### config.mk
export PLATFORM = sky130hd
export DESIGN_NAME = dfem_top
export DESIGN_NICKNAME = d
export VERILOG_FILES = /design/src/rtl/dfem_pkg.sv /design/src/rtl/dfem_top.sv
export SDC_FILE = /design/constraint.sdc
export NUM_CORES = 1
export LEC_CHECK = 0
export BUFFER_PORTS_ARGS = -buffer_cell sky130_fd_sc_hd__buf_2
export CORE_MARGIN = 3
export CORE_UTILIZATION = 40
export DETAILED_ROUTE_END_ITERATION = 6
export PLACE_DENSITY = 0.6
export SYNTH_ARGS = -nofsm -noshare
export SYNTH_HDL_FRONTEND = slang
export SYNTH_SLANG_ARGS = --single-unit
### constraint.sdc
create_clock -name I_SYS_CLK -period 12.99 [get_ports I_SYS_CLK]
set_input_delay 2.598 -clock I_SYS_CLK [delete_from_list [all_inputs] [get_ports I_SYS_CLK]]
set_output_delay 2.598 -clock I_SYS_CLK [all_outputs]
set_load 0.01 [all_outputs]
### src/rtl/dfem_pkg.sv
package dfem_pkg;
   // ---------------------------------------------------------------
   // object dictionary
   // ---------------------------------------------------------------
   localparam logic [15:0] IDX_FSW   = 16'h2320;
   localparam logic [15:0] IDX_MASK  = 16'h2321;
   localparam logic [15:0] IDX_HDL   = 16'h2322;
   localparam logic [7:0]  SUB_CNT   = 8'h00;
   localparam logic [7:0]  SUB_EMSK  = 8'h01;
   localparam logic [7:0]  SUB_FMSK  = 8'h02;
   localparam logic [7:0]  SUB_OMSK  = 8'h03;
   localparam logic [7:0]  SUB_DLY   = 8'h01;
   localparam logic [7:0]  SUB_DEV   = 8'h02;
   localparam logic [15:0] MASK_CNT  = 16'h0006;
   localparam logic [15:0] HDL_CNT   = 16'h0002;
   localparam logic [15:0] EMSK_RST  = 16'hFFFF;
   localparam logic [15:0] FMSK_RST  = 16'h0000;
   localparam logic [15:0] OMSK_RST  = 16'h0000;
   localparam logic [15:0] DLY_RST   = 16'h00C8;
   localparam logic [15:0] DEV_RST   = 16'h7530;
   localparam logic [15:0] COMM_LO   = 16'h1000;
   localparam logic [15:0] MFR_LO    = 16'h2000;
   localparam logic [15:0] PROF_LO   = 16'h6000;
   localparam logic [15:0] PROF_HI   = 16'h9FFF;
   localparam logic [1:0]  AREA_NONE = 2'h0;
   localparam logic [1:0]  AREA_COMM = 2'h1;
   localparam logic [1:0]  AREA_MFR  = 2'h2;
   localparam logic [1:0]  AREA_PROF = 2'h3;
   // ---------------------------------------------------------------
   // status bit positions and emergency codes
   // ---------------------------------------------------------------
   localparam int B_OCUR = 0, B_DEV = 1, B_OVOLT = 2, B_OTEMP = 3, B_MEM = 4;
   localparam int B_PASV = 6, B_OVR = 7, B_GUARD = 8, B_BOFF = 9;
   localparam int B_CONV = 11, B_SW = 12, B_PLONG = 13, B_PSHORT = 14;
   localparam logic [15:0] SERIOUS_MASK = 16'h0380;
   localparam logic [15:0] COMM_MASK    = 16'h03C0;
   localparam logic [15:0] EC_RESET = 16'h0000;
   localparam logic [15:0] EC_OVR   = 16'h8110;
   localparam logic [15:0] EC_PASV  = 16'h8120;
   localparam logic [15:0] EC_GUARD = 16'h8130;
   localparam logic [15:0] EC_BOFF  = 16'h8140;
   localparam logic [15:0] EC_OCUR  = 16'h2310;
   localparam logic [15:0] EC_DEV   = 16'h8400;
   localparam logic [15:0] EC_OVOLT = 16'h3210;
   localparam logic [15:0] EC_OTEMP = 16'h4210;
   localparam logic [15:0] EC_MEM   = 16'h5530;
   localparam logic [15:0] EC_SW    = 16'h6100;
   localparam logic [15:0] EC_PDO   = 16'h8210;
   // ---------------------------------------------------------------
   // timing
   // ---------------------------------------------------------------
   localparam int CLK_NS       = 8;
   localparam int DLY_UNIT_NS  = 10000000;
   localparam int LIFE_UNIT_NS = 1000000;
   localparam int OVR_EMCY_NS  = 100000;
   localparam int DLY_UNIT_CYC = DLY_UNIT_NS / CLK_NS;
   localparam int LIFE_CYC     = LIFE_UNIT_NS / CLK_NS;
   localparam int OVR_CYC      = OVR_EMCY_NS / CLK_NS;
   // ---------------------------------------------------------------
   // carriers
   // ---------------------------------------------------------------
   typedef struct packed {
      logic        req;
      logic        wr;
      logic [15:0] idx;
      logic [7:0]  sub;
      logic [15:0] wdata;
   } dfem_obj_req_t;
   typedef struct packed {
      logic        ack;
      logic        err;
      logic [1:0]  area;
      logic [15:0] rdata;
   } dfem_obj_rsp_t;
   typedef struct packed {
      logic rx_overrun;
      logic err_passive;
      logic bus_off;
      logic rx_valid;
      logic guard_req;
      logic hb_timeout;
      logic [15:0] life_ms;
   } dfem_link_t;
   typedef struct packed {
      logic ocur;
      logic ovolt;
      logic otemp;
      logic mem;
      logic conv;
      logic sw;
      logic signed [31:0] act_speed;
      logic signed [31:0] tgt_speed;
   } dfem_drv_t;
   typedef struct packed {
      logic rx;
      logic too_long;
      logic too_short;
   } dfem_pdo_t;
   typedef struct packed {
      logic        valid;
      logic [15:0] code;
   } dfem_emcy_t;
   typedef struct packed {
      logic [15:0] fsw, emsk, fmsk, omsk, dly, dev, pend;
      logic        rst_pend;
      logic        pasv_q;
      logic [2:0][15:0] fcnt;
      logic [31:0] tick, ms, ovr;
      logic [15:0] life;
      dfem_obj_rsp_t rsp;
      dfem_emcy_t  emcy;
      logic        preop;
   } dfem_state_t;
   // ---------------------------------------------------------------
   // helpers
   // ---------------------------------------------------------------
   function automatic logic [15:0] dfem_code_f(input int b);
      unique case (b)
         B_OCUR:           dfem_code_f = EC_OCUR;
         B_DEV:            dfem_code_f = EC_DEV;
         B_OVOLT:          dfem_code_f = EC_OVOLT;
         B_OTEMP:          dfem_code_f = EC_OTEMP;
         B_MEM:            dfem_code_f = EC_MEM;
         B_PASV:           dfem_code_f = EC_PASV;
         B_OVR:            dfem_code_f = EC_OVR;
         B_GUARD:          dfem_code_f = EC_GUARD;
         B_BOFF:           dfem_code_f = EC_BOFF;
         B_PLONG, B_PSHORT: dfem_code_f = EC_PDO;
         default:          dfem_code_f = EC_SW;
      endcase
   endfunction : dfem_code_f
endpackage : dfem_pkg

### src/rtl/dfem_top.sv
`timescale 1ns/100ps
`default_nettype none
module dfem_top import dfem_pkg::*; #(
   parameter int TICK_CYC  = DLY_UNIT_CYC,
   parameter int MS_CYC    = LIFE_CYC,
   parameter int OVR_DLY   = OVR_CYC
) (
   // clock and reset
   input  wire logic          I_SYS_CLK,
   input  wire logic          I_RESET,
   // object access
   input  wire dfem_obj_req_t I_OBJ,
   output dfem_obj_rsp_t      O_OBJ,
   // fault sources
   input  wire dfem_link_t    I_LINK,
   input  wire dfem_drv_t     I_DRV,
   input  wire dfem_pdo_t     I_PDO,
   // reactions
   output logic               O_PDO_ACCEPT,
   output dfem_emcy_t         O_EMCY,
   output logic               O_NMT_PREOP,
   output logic               O_ERR_COMM,
   output logic               O_FAULT_REACT,
   output logic               O_FAULT_PIN,
   output logic [15:0]        O_FSW
);
   if (TICK_CYC < 2 || MS_CYC < 2 || OVR_DLY < 16) begin : g_chk
      $error("dfem_top: timing parameters too small");
   end

   dfem_state_t s_r, s_nxt;

   // ---------------------------------------------------------------
   // next state
   // ---------------------------------------------------------------
   always_comb begin
      logic        tick_p;
      logic        ms_p;
      logic [2:0]  cond;
      logic [2:0]  flt;
      logic [32:0] diff;
      logic        guard_to;
      logic [15:0] f;
      logic [15:0] rise;
      logic [15:0] elig;
      logic [15:0] sel;
      int          bi;
      tick_p   = 1'b0;
      ms_p     = 1'b0;
      cond     = '0;
      flt      = '0;
      diff     = '0;
      guard_to = 1'b0;
      f        = '0;
      rise     = '0;
      elig     = '0;
      sel      = '0;
      bi       = 0;
      s_nxt    = s_r;
      s_nxt.rsp.ack  = 1'b0;
      s_nxt.rsp.err  = 1'b0;
      s_nxt.emcy     = '0;
      s_nxt.preop    = 1'b0;
      tick_p     = (s_r.tick == 32'(TICK_CYC - 1));
      ms_p       = (s_r.ms == 32'(MS_CYC - 1));
      s_nxt.tick = tick_p ? '0 : s_r.tick + 32'h0000_0001;
      s_nxt.ms   = ms_p ? '0 : s_r.ms + 32'h0000_0001;
      diff = 33'(I_DRV.act_speed) - 33'(I_DRV.tgt_speed);
      if (diff[32]) begin
         diff = 33'h0_0000_0000 - diff;
      end
      cond[0] = I_DRV.ocur;
      cond[1] = (diff > {17'h0_0000, s_r.dev});
      cond[2] = I_DRV.ovolt;
      for (int k = 0; k < 3; k++) begin
         if (!cond[k]) begin
            s_nxt.fcnt[k] = '0;
         end else if (tick_p && s_r.fcnt[k] != 16'hFFFF) begin
            s_nxt.fcnt[k] = s_r.fcnt[k] + 16'h0001;
         end
         flt[k] = cond[k] && (s_r.fcnt[k] >= s_r.dly);
      end
      if (I_LINK.guard_req || I_LINK.life_ms == 16'h0000) begin
         s_nxt.life = '0;
      end else if (ms_p && s_r.life != 16'hFFFF) begin
         s_nxt.life = s_r.life + 16'h0001;
      end
      guard_to = (I_LINK.life_ms != 16'h0000) && (s_r.life >= I_LINK.life_ms);
      // status word
      f[B_OCUR]   = flt[0];
      f[B_DEV]    = flt[1];
      f[B_OVOLT]  = flt[2];
      f[B_OTEMP]  = I_DRV.otemp;
      f[B_MEM]    = I_DRV.mem;
      f[B_PASV]   = I_LINK.err_passive;
      f[B_OVR]    = s_r.fsw[B_OVR] | I_LINK.rx_overrun;
      f[B_GUARD]  = s_r.fsw[B_GUARD] | guard_to | I_LINK.hb_timeout;
      f[B_BOFF]   = s_r.fsw[B_BOFF] | (I_LINK.bus_off & I_LINK.rx_valid);
      f[B_CONV]   = I_DRV.conv;
      f[B_SW]     = I_DRV.sw;
      f[B_PLONG]  = I_PDO.rx ? I_PDO.too_long : s_r.fsw[B_PLONG];
      f[B_PSHORT] = I_PDO.rx ? I_PDO.too_short : s_r.fsw[B_PSHORT];
      s_nxt.fsw   = f;
      rise        = f & ~s_r.fsw;
      s_nxt.preop = |(rise & SERIOUS_MASK);
      // emergency queue
      if (rise[B_OVR]) begin
         s_nxt.ovr = 32'(OVR_DLY);
      end else if (s_r.ovr != '0) begin
         s_nxt.ovr = s_r.ovr - 32'h0000_0001;
      end
      elig = s_r.pend;
      if (s_r.ovr != '0) begin
         elig[B_OVR] = 1'b0;
      end
      for (int k = 15; k >= 0; k--) begin
         if (elig[k]) begin
            bi = k;
         end
      end
      s_nxt.pasv_q = I_LINK.err_passive;
      if (s_r.rst_pend) begin
         s_nxt.emcy.valid = 1'b1;
         s_nxt.emcy.code  = EC_RESET;
      end else if (elig != '0) begin
         sel[bi]          = 1'b1;
         s_nxt.emcy.valid = 1'b1;
         s_nxt.emcy.code  = dfem_code_f(bi);
      end
      s_nxt.rst_pend = (s_r.pasv_q & ~I_LINK.err_passive);
      s_nxt.pend = (s_r.pend & ~sel) | (rise & s_r.emsk);
      // object access
      if (I_OBJ.req) begin
         s_nxt.rsp.ack   = 1'b1;
         s_nxt.rsp.rdata = '0;
         if (I_OBJ.idx >= PROF_LO && I_OBJ.idx <= PROF_HI) begin
            s_nxt.rsp.area = AREA_PROF;
         end else if (I_OBJ.idx >= MFR_LO && I_OBJ.idx < PROF_LO) begin
            s_nxt.rsp.area = AREA_MFR;
         end else if (I_OBJ.idx >= COMM_LO && I_OBJ.idx < MFR_LO) begin
            s_nxt.rsp.area = AREA_COMM;
         end else begin
            s_nxt.rsp.area = AREA_NONE;
         end
         s_nxt.rsp.err = 1'b0;
         unique case ({I_OBJ.idx, I_OBJ.sub})
            {IDX_FSW, SUB_CNT}: begin
               s_nxt.rsp.rdata = s_r.fsw;
               s_nxt.rsp.err   = I_OBJ.wr;
            end
            {IDX_MASK, SUB_CNT}: begin
               s_nxt.rsp.rdata = MASK_CNT;
               s_nxt.rsp.err   = I_OBJ.wr;
            end
            {IDX_MASK, SUB_EMSK}: begin
               s_nxt.rsp.rdata = s_r.emsk;
               if (I_OBJ.wr) s_nxt.emsk = I_OBJ.wdata;
            end
            {IDX_MASK, SUB_FMSK}: begin
               s_nxt.rsp.rdata = s_r.fmsk;
               if (I_OBJ.wr) begin
                  s_nxt.fmsk = I_OBJ.wdata;
                  s_nxt.emsk = s_r.emsk | I_OBJ.wdata;
               end
            end
            {IDX_MASK, SUB_OMSK}: begin
               s_nxt.rsp.rdata = s_r.omsk;
               if (I_OBJ.wr) s_nxt.omsk = I_OBJ.wdata;
            end
            {IDX_HDL, SUB_CNT}: begin
               s_nxt.rsp.rdata = HDL_CNT;
               s_nxt.rsp.err   = I_OBJ.wr;
            end
            {IDX_HDL, SUB_DLY}: begin
               s_nxt.rsp.rdata = s_r.dly;
               if (I_OBJ.wr) s_nxt.dly = I_OBJ.wdata;
            end
            {IDX_HDL, SUB_DEV}: begin
               s_nxt.rsp.rdata = s_r.dev;
               if (I_OBJ.wr) s_nxt.dev = I_OBJ.wdata;
            end
            default: s_nxt.rsp.err = 1'b1;
         endcase
      end
   end

   // ---------------------------------------------------------------
   // state register
   // ---------------------------------------------------------------
   always_ff @(posedge I_SYS_CLK) begin
      if (I_RESET) begin
         s_r      <= '0;
         s_r.emsk <= EMSK_RST;
         s_r.fmsk <= FMSK_RST;
         s_r.omsk <= OMSK_RST;
         s_r.dly  <= DLY_RST;
         s_r.dev  <= DEV_RST;
      end else begin
         s_r <= s_nxt;
      end
   end

   // ---------------------------------------------------------------
   // outputs
   // ---------------------------------------------------------------
   assign O_OBJ         = s_r.rsp;
   assign O_EMCY        = s_r.emcy;
   assign O_NMT_PREOP   = s_r.preop;
   assign O_FSW         = s_r.fsw;
   assign O_ERR_COMM    = |(s_r.fsw & COMM_MASK);
   assign O_FAULT_REACT = |(s_r.fsw & s_r.fmsk);
   assign O_FAULT_PIN   = |(s_r.fsw & s_r.omsk);
   assign O_PDO_ACCEPT  = I_PDO.rx & ~I_PDO.too_short;
endmodule : dfem_top
`default_nettype wire

==> reports/qor.txt <==
Status -> finished, final reports clean
#FFs+latches synth -> 302
Vias per inst -> 5.56
Max-slew headroom -> 14.5%
Pwr dens -> 117 nW/um^2
Setup tns final -> 0 ps
Antenna violations before repair -> 0
Ys async rst share -> 0%
Routability Congestion -> 0.901
Total grt overflow -> 0
DRC -> 0
IR Drop Worst-Case VDD -> 0.0852 mV
CP top delay family -> compound AO/OA/AOI/OAI gates
Std-Cell Rows -> 77
Vias -> 16900
Total Routing Usage GR -> 20.4%
Commonest non-fill, non-tap cells in the layout -> 302 x dfxtp_1, 290 x nand2_1, 248 x nor2_1
Peak Freq -> 133 MHz
Synth Area in Adders -> 8.60%
Worst min path class -> reg -> reg
Final hold violations -> 0
CP startpoint kind -> primary input
Switching power -> 694 uW
Flop pwr share -> 40.7%
Req. time, crit path -> 13390 ps
Area of the multi-input gates -> 11300 sq um
FF-to-FF Start -> s_r[68]
Clk pwr share -> 40.2%
Synth Area in XOR/XNOR -> 7.65%
R2R cell count -> 13
EDFF count, synth -> 0
Port bufs -> 187
Ant diodes -> 0
Reg2reg setup slack -> 8750 ps
Largest family of logic cells by synthesized area -> simple AND/OR/NAND/NOR gates
CORE AREA -> 44800 sq um
Detailed-route wire length per cell -> 16.9 microns
Most used cell along the critical path -> a21o_1
HP Start -> s_r[253]
Hold path cells -> 2
Total CTS buffers -> 35
I/O Pins -> 197
Post-cts gate resize count -> 0
WHS -> 458 ps
Number of fill cells -> 4380
Final Core Density -> 46.0%
Skew final -> 27.0 ps
Worst-path maximum fanout -> 18
Clock tree buffer depth -> 3
1st-iter DRT viols -> 1342
CP Depth -> 24
Post-Syn Area -> 18400 sq um
Chip Height -> 221 microns
Fin crit period -> 7530 ps
H-tree levels -> 2
Clock root buffer -> clkbuf_16
Register area share after synthesis -> 32.8%
Final Routed Wirelength -> 51.2 mm
Max-slew violations -> 0
Worst-margin pin slew -> 1280 ps
Commonest non-fill, non-tap cell in the layout -> dfxtp_1
Area grow syn2layout -> 11.8%
Share of post-route cells with drive strength above 1 -> 12.3%
Synth top area share -> 32.8%
Number of global-route vias before repair -> 15800
Avg Inst Size Synth -> 7.96 sq um
First-pass GRT wire length -> 81.5 mm
Setup repair bufs after CTS -> 0
Crit-path cells -> buf_2, ha_1, fa_1, nand2b_1, a21o_1, a21boi_1, o211ai_1, nand2_1, a31o_2, a31oi_1, xnor2_1, ha_1, a21o_1, a21o_1, a21oi_1, o21ai_0, a21o_1, a21oi_1, o211a_1, nor3_1, a211oi_1, nand4_1, nor3_4, o31ai_1
Syn Inst Count -> 2314
Final Non-Filler Cells -> 3030
Dpl cells -> 2972
Clock Sink Count -> 302
CP Class -> in -> reg
Syn. warnings -> 0
Post-DRT Antenna Nets -> 0
Worst-skew pair later-pin latency -> 550 ps
Compound-Gate Fraction of Synth Area -> 18.3%
CP max-delay cell -> nor3_4
Layout Nets -> 2682
Initial Util -> 41.1%
Sequential Area -> 6050 sq um
CP Buf/Inv Count -> 1
Critical path arrival -> 7930 ps
Final period util -> 58.0%
RSZ-0062 raised after global routing -> false
Post-DP HPWL -> 38.3 mm
Setup crit end kind -> flop
Largest area contributor in the netlist -> dfxtp_1
Cts hold-fix bufs -> 0
Synth Area in Simple Gates -> 25.5%
Sw Ratio -> 28.9%
Clock transition at path regs -> 60 ps
Max_cap viols -> 0
CP startpoint -> I_DRV[0]
Post-synth cell types -> 91
Mux contribution to synthesized area -> 0.781%
Die X-Extent -> 221 microns
Main synth FF type -> dfxtp_1
CTS tree -> yes
Combinational cell fraction of total power -> 19.1%
Setup violators final -> 0
Largest net degree at the start of global routing -> 59
Top post-synthesis cells by area -> dfxtp_1 33%, ha_1 8.5%, nand2_1 5.9%
Cell-internal power -> 1.71 mW
Router iterations before antenna repair -> 7
Die area -> 48600 sq um
Static Leakage -> 8.35 nW
Max stage delay on crit path -> 790 ps
## worst paths after layout
path,endpoint
min,s_r[253]
max reg2reg,O_EMCY[15]
max,s_r[201]
min reg2reg,s_r[253]
## tightest hold or removal path: stages, from the launching register on
cell	delay [ps]
dfxtp_1	310
nand2_1	50
a21oi_1	50
## per-layer routing
metal	GRT usage (%)	wire length, microns
met1	27.9	23400
met2	33.2	23400
met3	3.49	3180
met4	5.95	1240
met5	0	0
## synthesized netlist by cell type (35+ instances only)
cell / number
xnor2_1: 64
nand4_1: 55
inv_1: 108
a21oi_1: 174
buf_4: 53
nor3_1: 49
nand3_1: 70
or3_1: 35
o21ai_0: 66
dfxtp_1: 302
xor2_1: 95
nand2_1: 290
a21o_1: 42
nor2_1: 248
clkbuf_1: 67
ha_1: 125
and3_1: 37
nor2b_1: 42
## flip-flops by register name, indices dropped and copies added (netlist names)
name and cells:
s_r 257, O_OBJ 20, O_EMCY 11, O_NMT_PREOP 1, O_FSW 13
## power groups by stage
| stage | registers (mW) | logic (mW) | clock network (mW) |
|---|---|---|---|
| after global placement | 0.996 | 0.445 | 0 |
| after detailed placement | 0.998 | 0.454 | 0 |
| after global routing | 0.982 | 0.513 | 1.03 |
| after CTS | 0.978 | 0.457 | 0.991 |
| final | 0.978 | 0.459 | 0.965 |
| after floorplan | 0.990 | 0.345 | 0 |
## final cells by class
type,count,area share (%)
inverter,108,1.97
clock inverter,8,0.529
timing repair buffer,198,4.96
clock buffer,50,4.87
multi-input combinational,1772,54.7
sequential,302,29.4
tap,592,3.60
## stage by stage
stage          area [sq um]  power [mW]  setup WS [ps]
4_1_cts               20600        2.42           5460
2_1_floorplan         18400        1.34           5730
3_5_place_dp          19500        1.45           4890
5_1_grt               20600        2.52           4990
3_3_place_gp          19500        1.44           5030
6_report              20600        2.40           5460
## logic make-up (layout without fill, tap and decap cells)
family                     Yosys count  in the layout
DFF                                302            302
other                                1              9
xor gates and xnor gates           160            160
buffers and inverters              248            364
AOI/OAI and AO/OA                  501            501
and+or+nand+nor                    962            962
adders and majority gates          126            126
muxes                               14             14
Note: power is estimated with default switching activity, not from simulation.
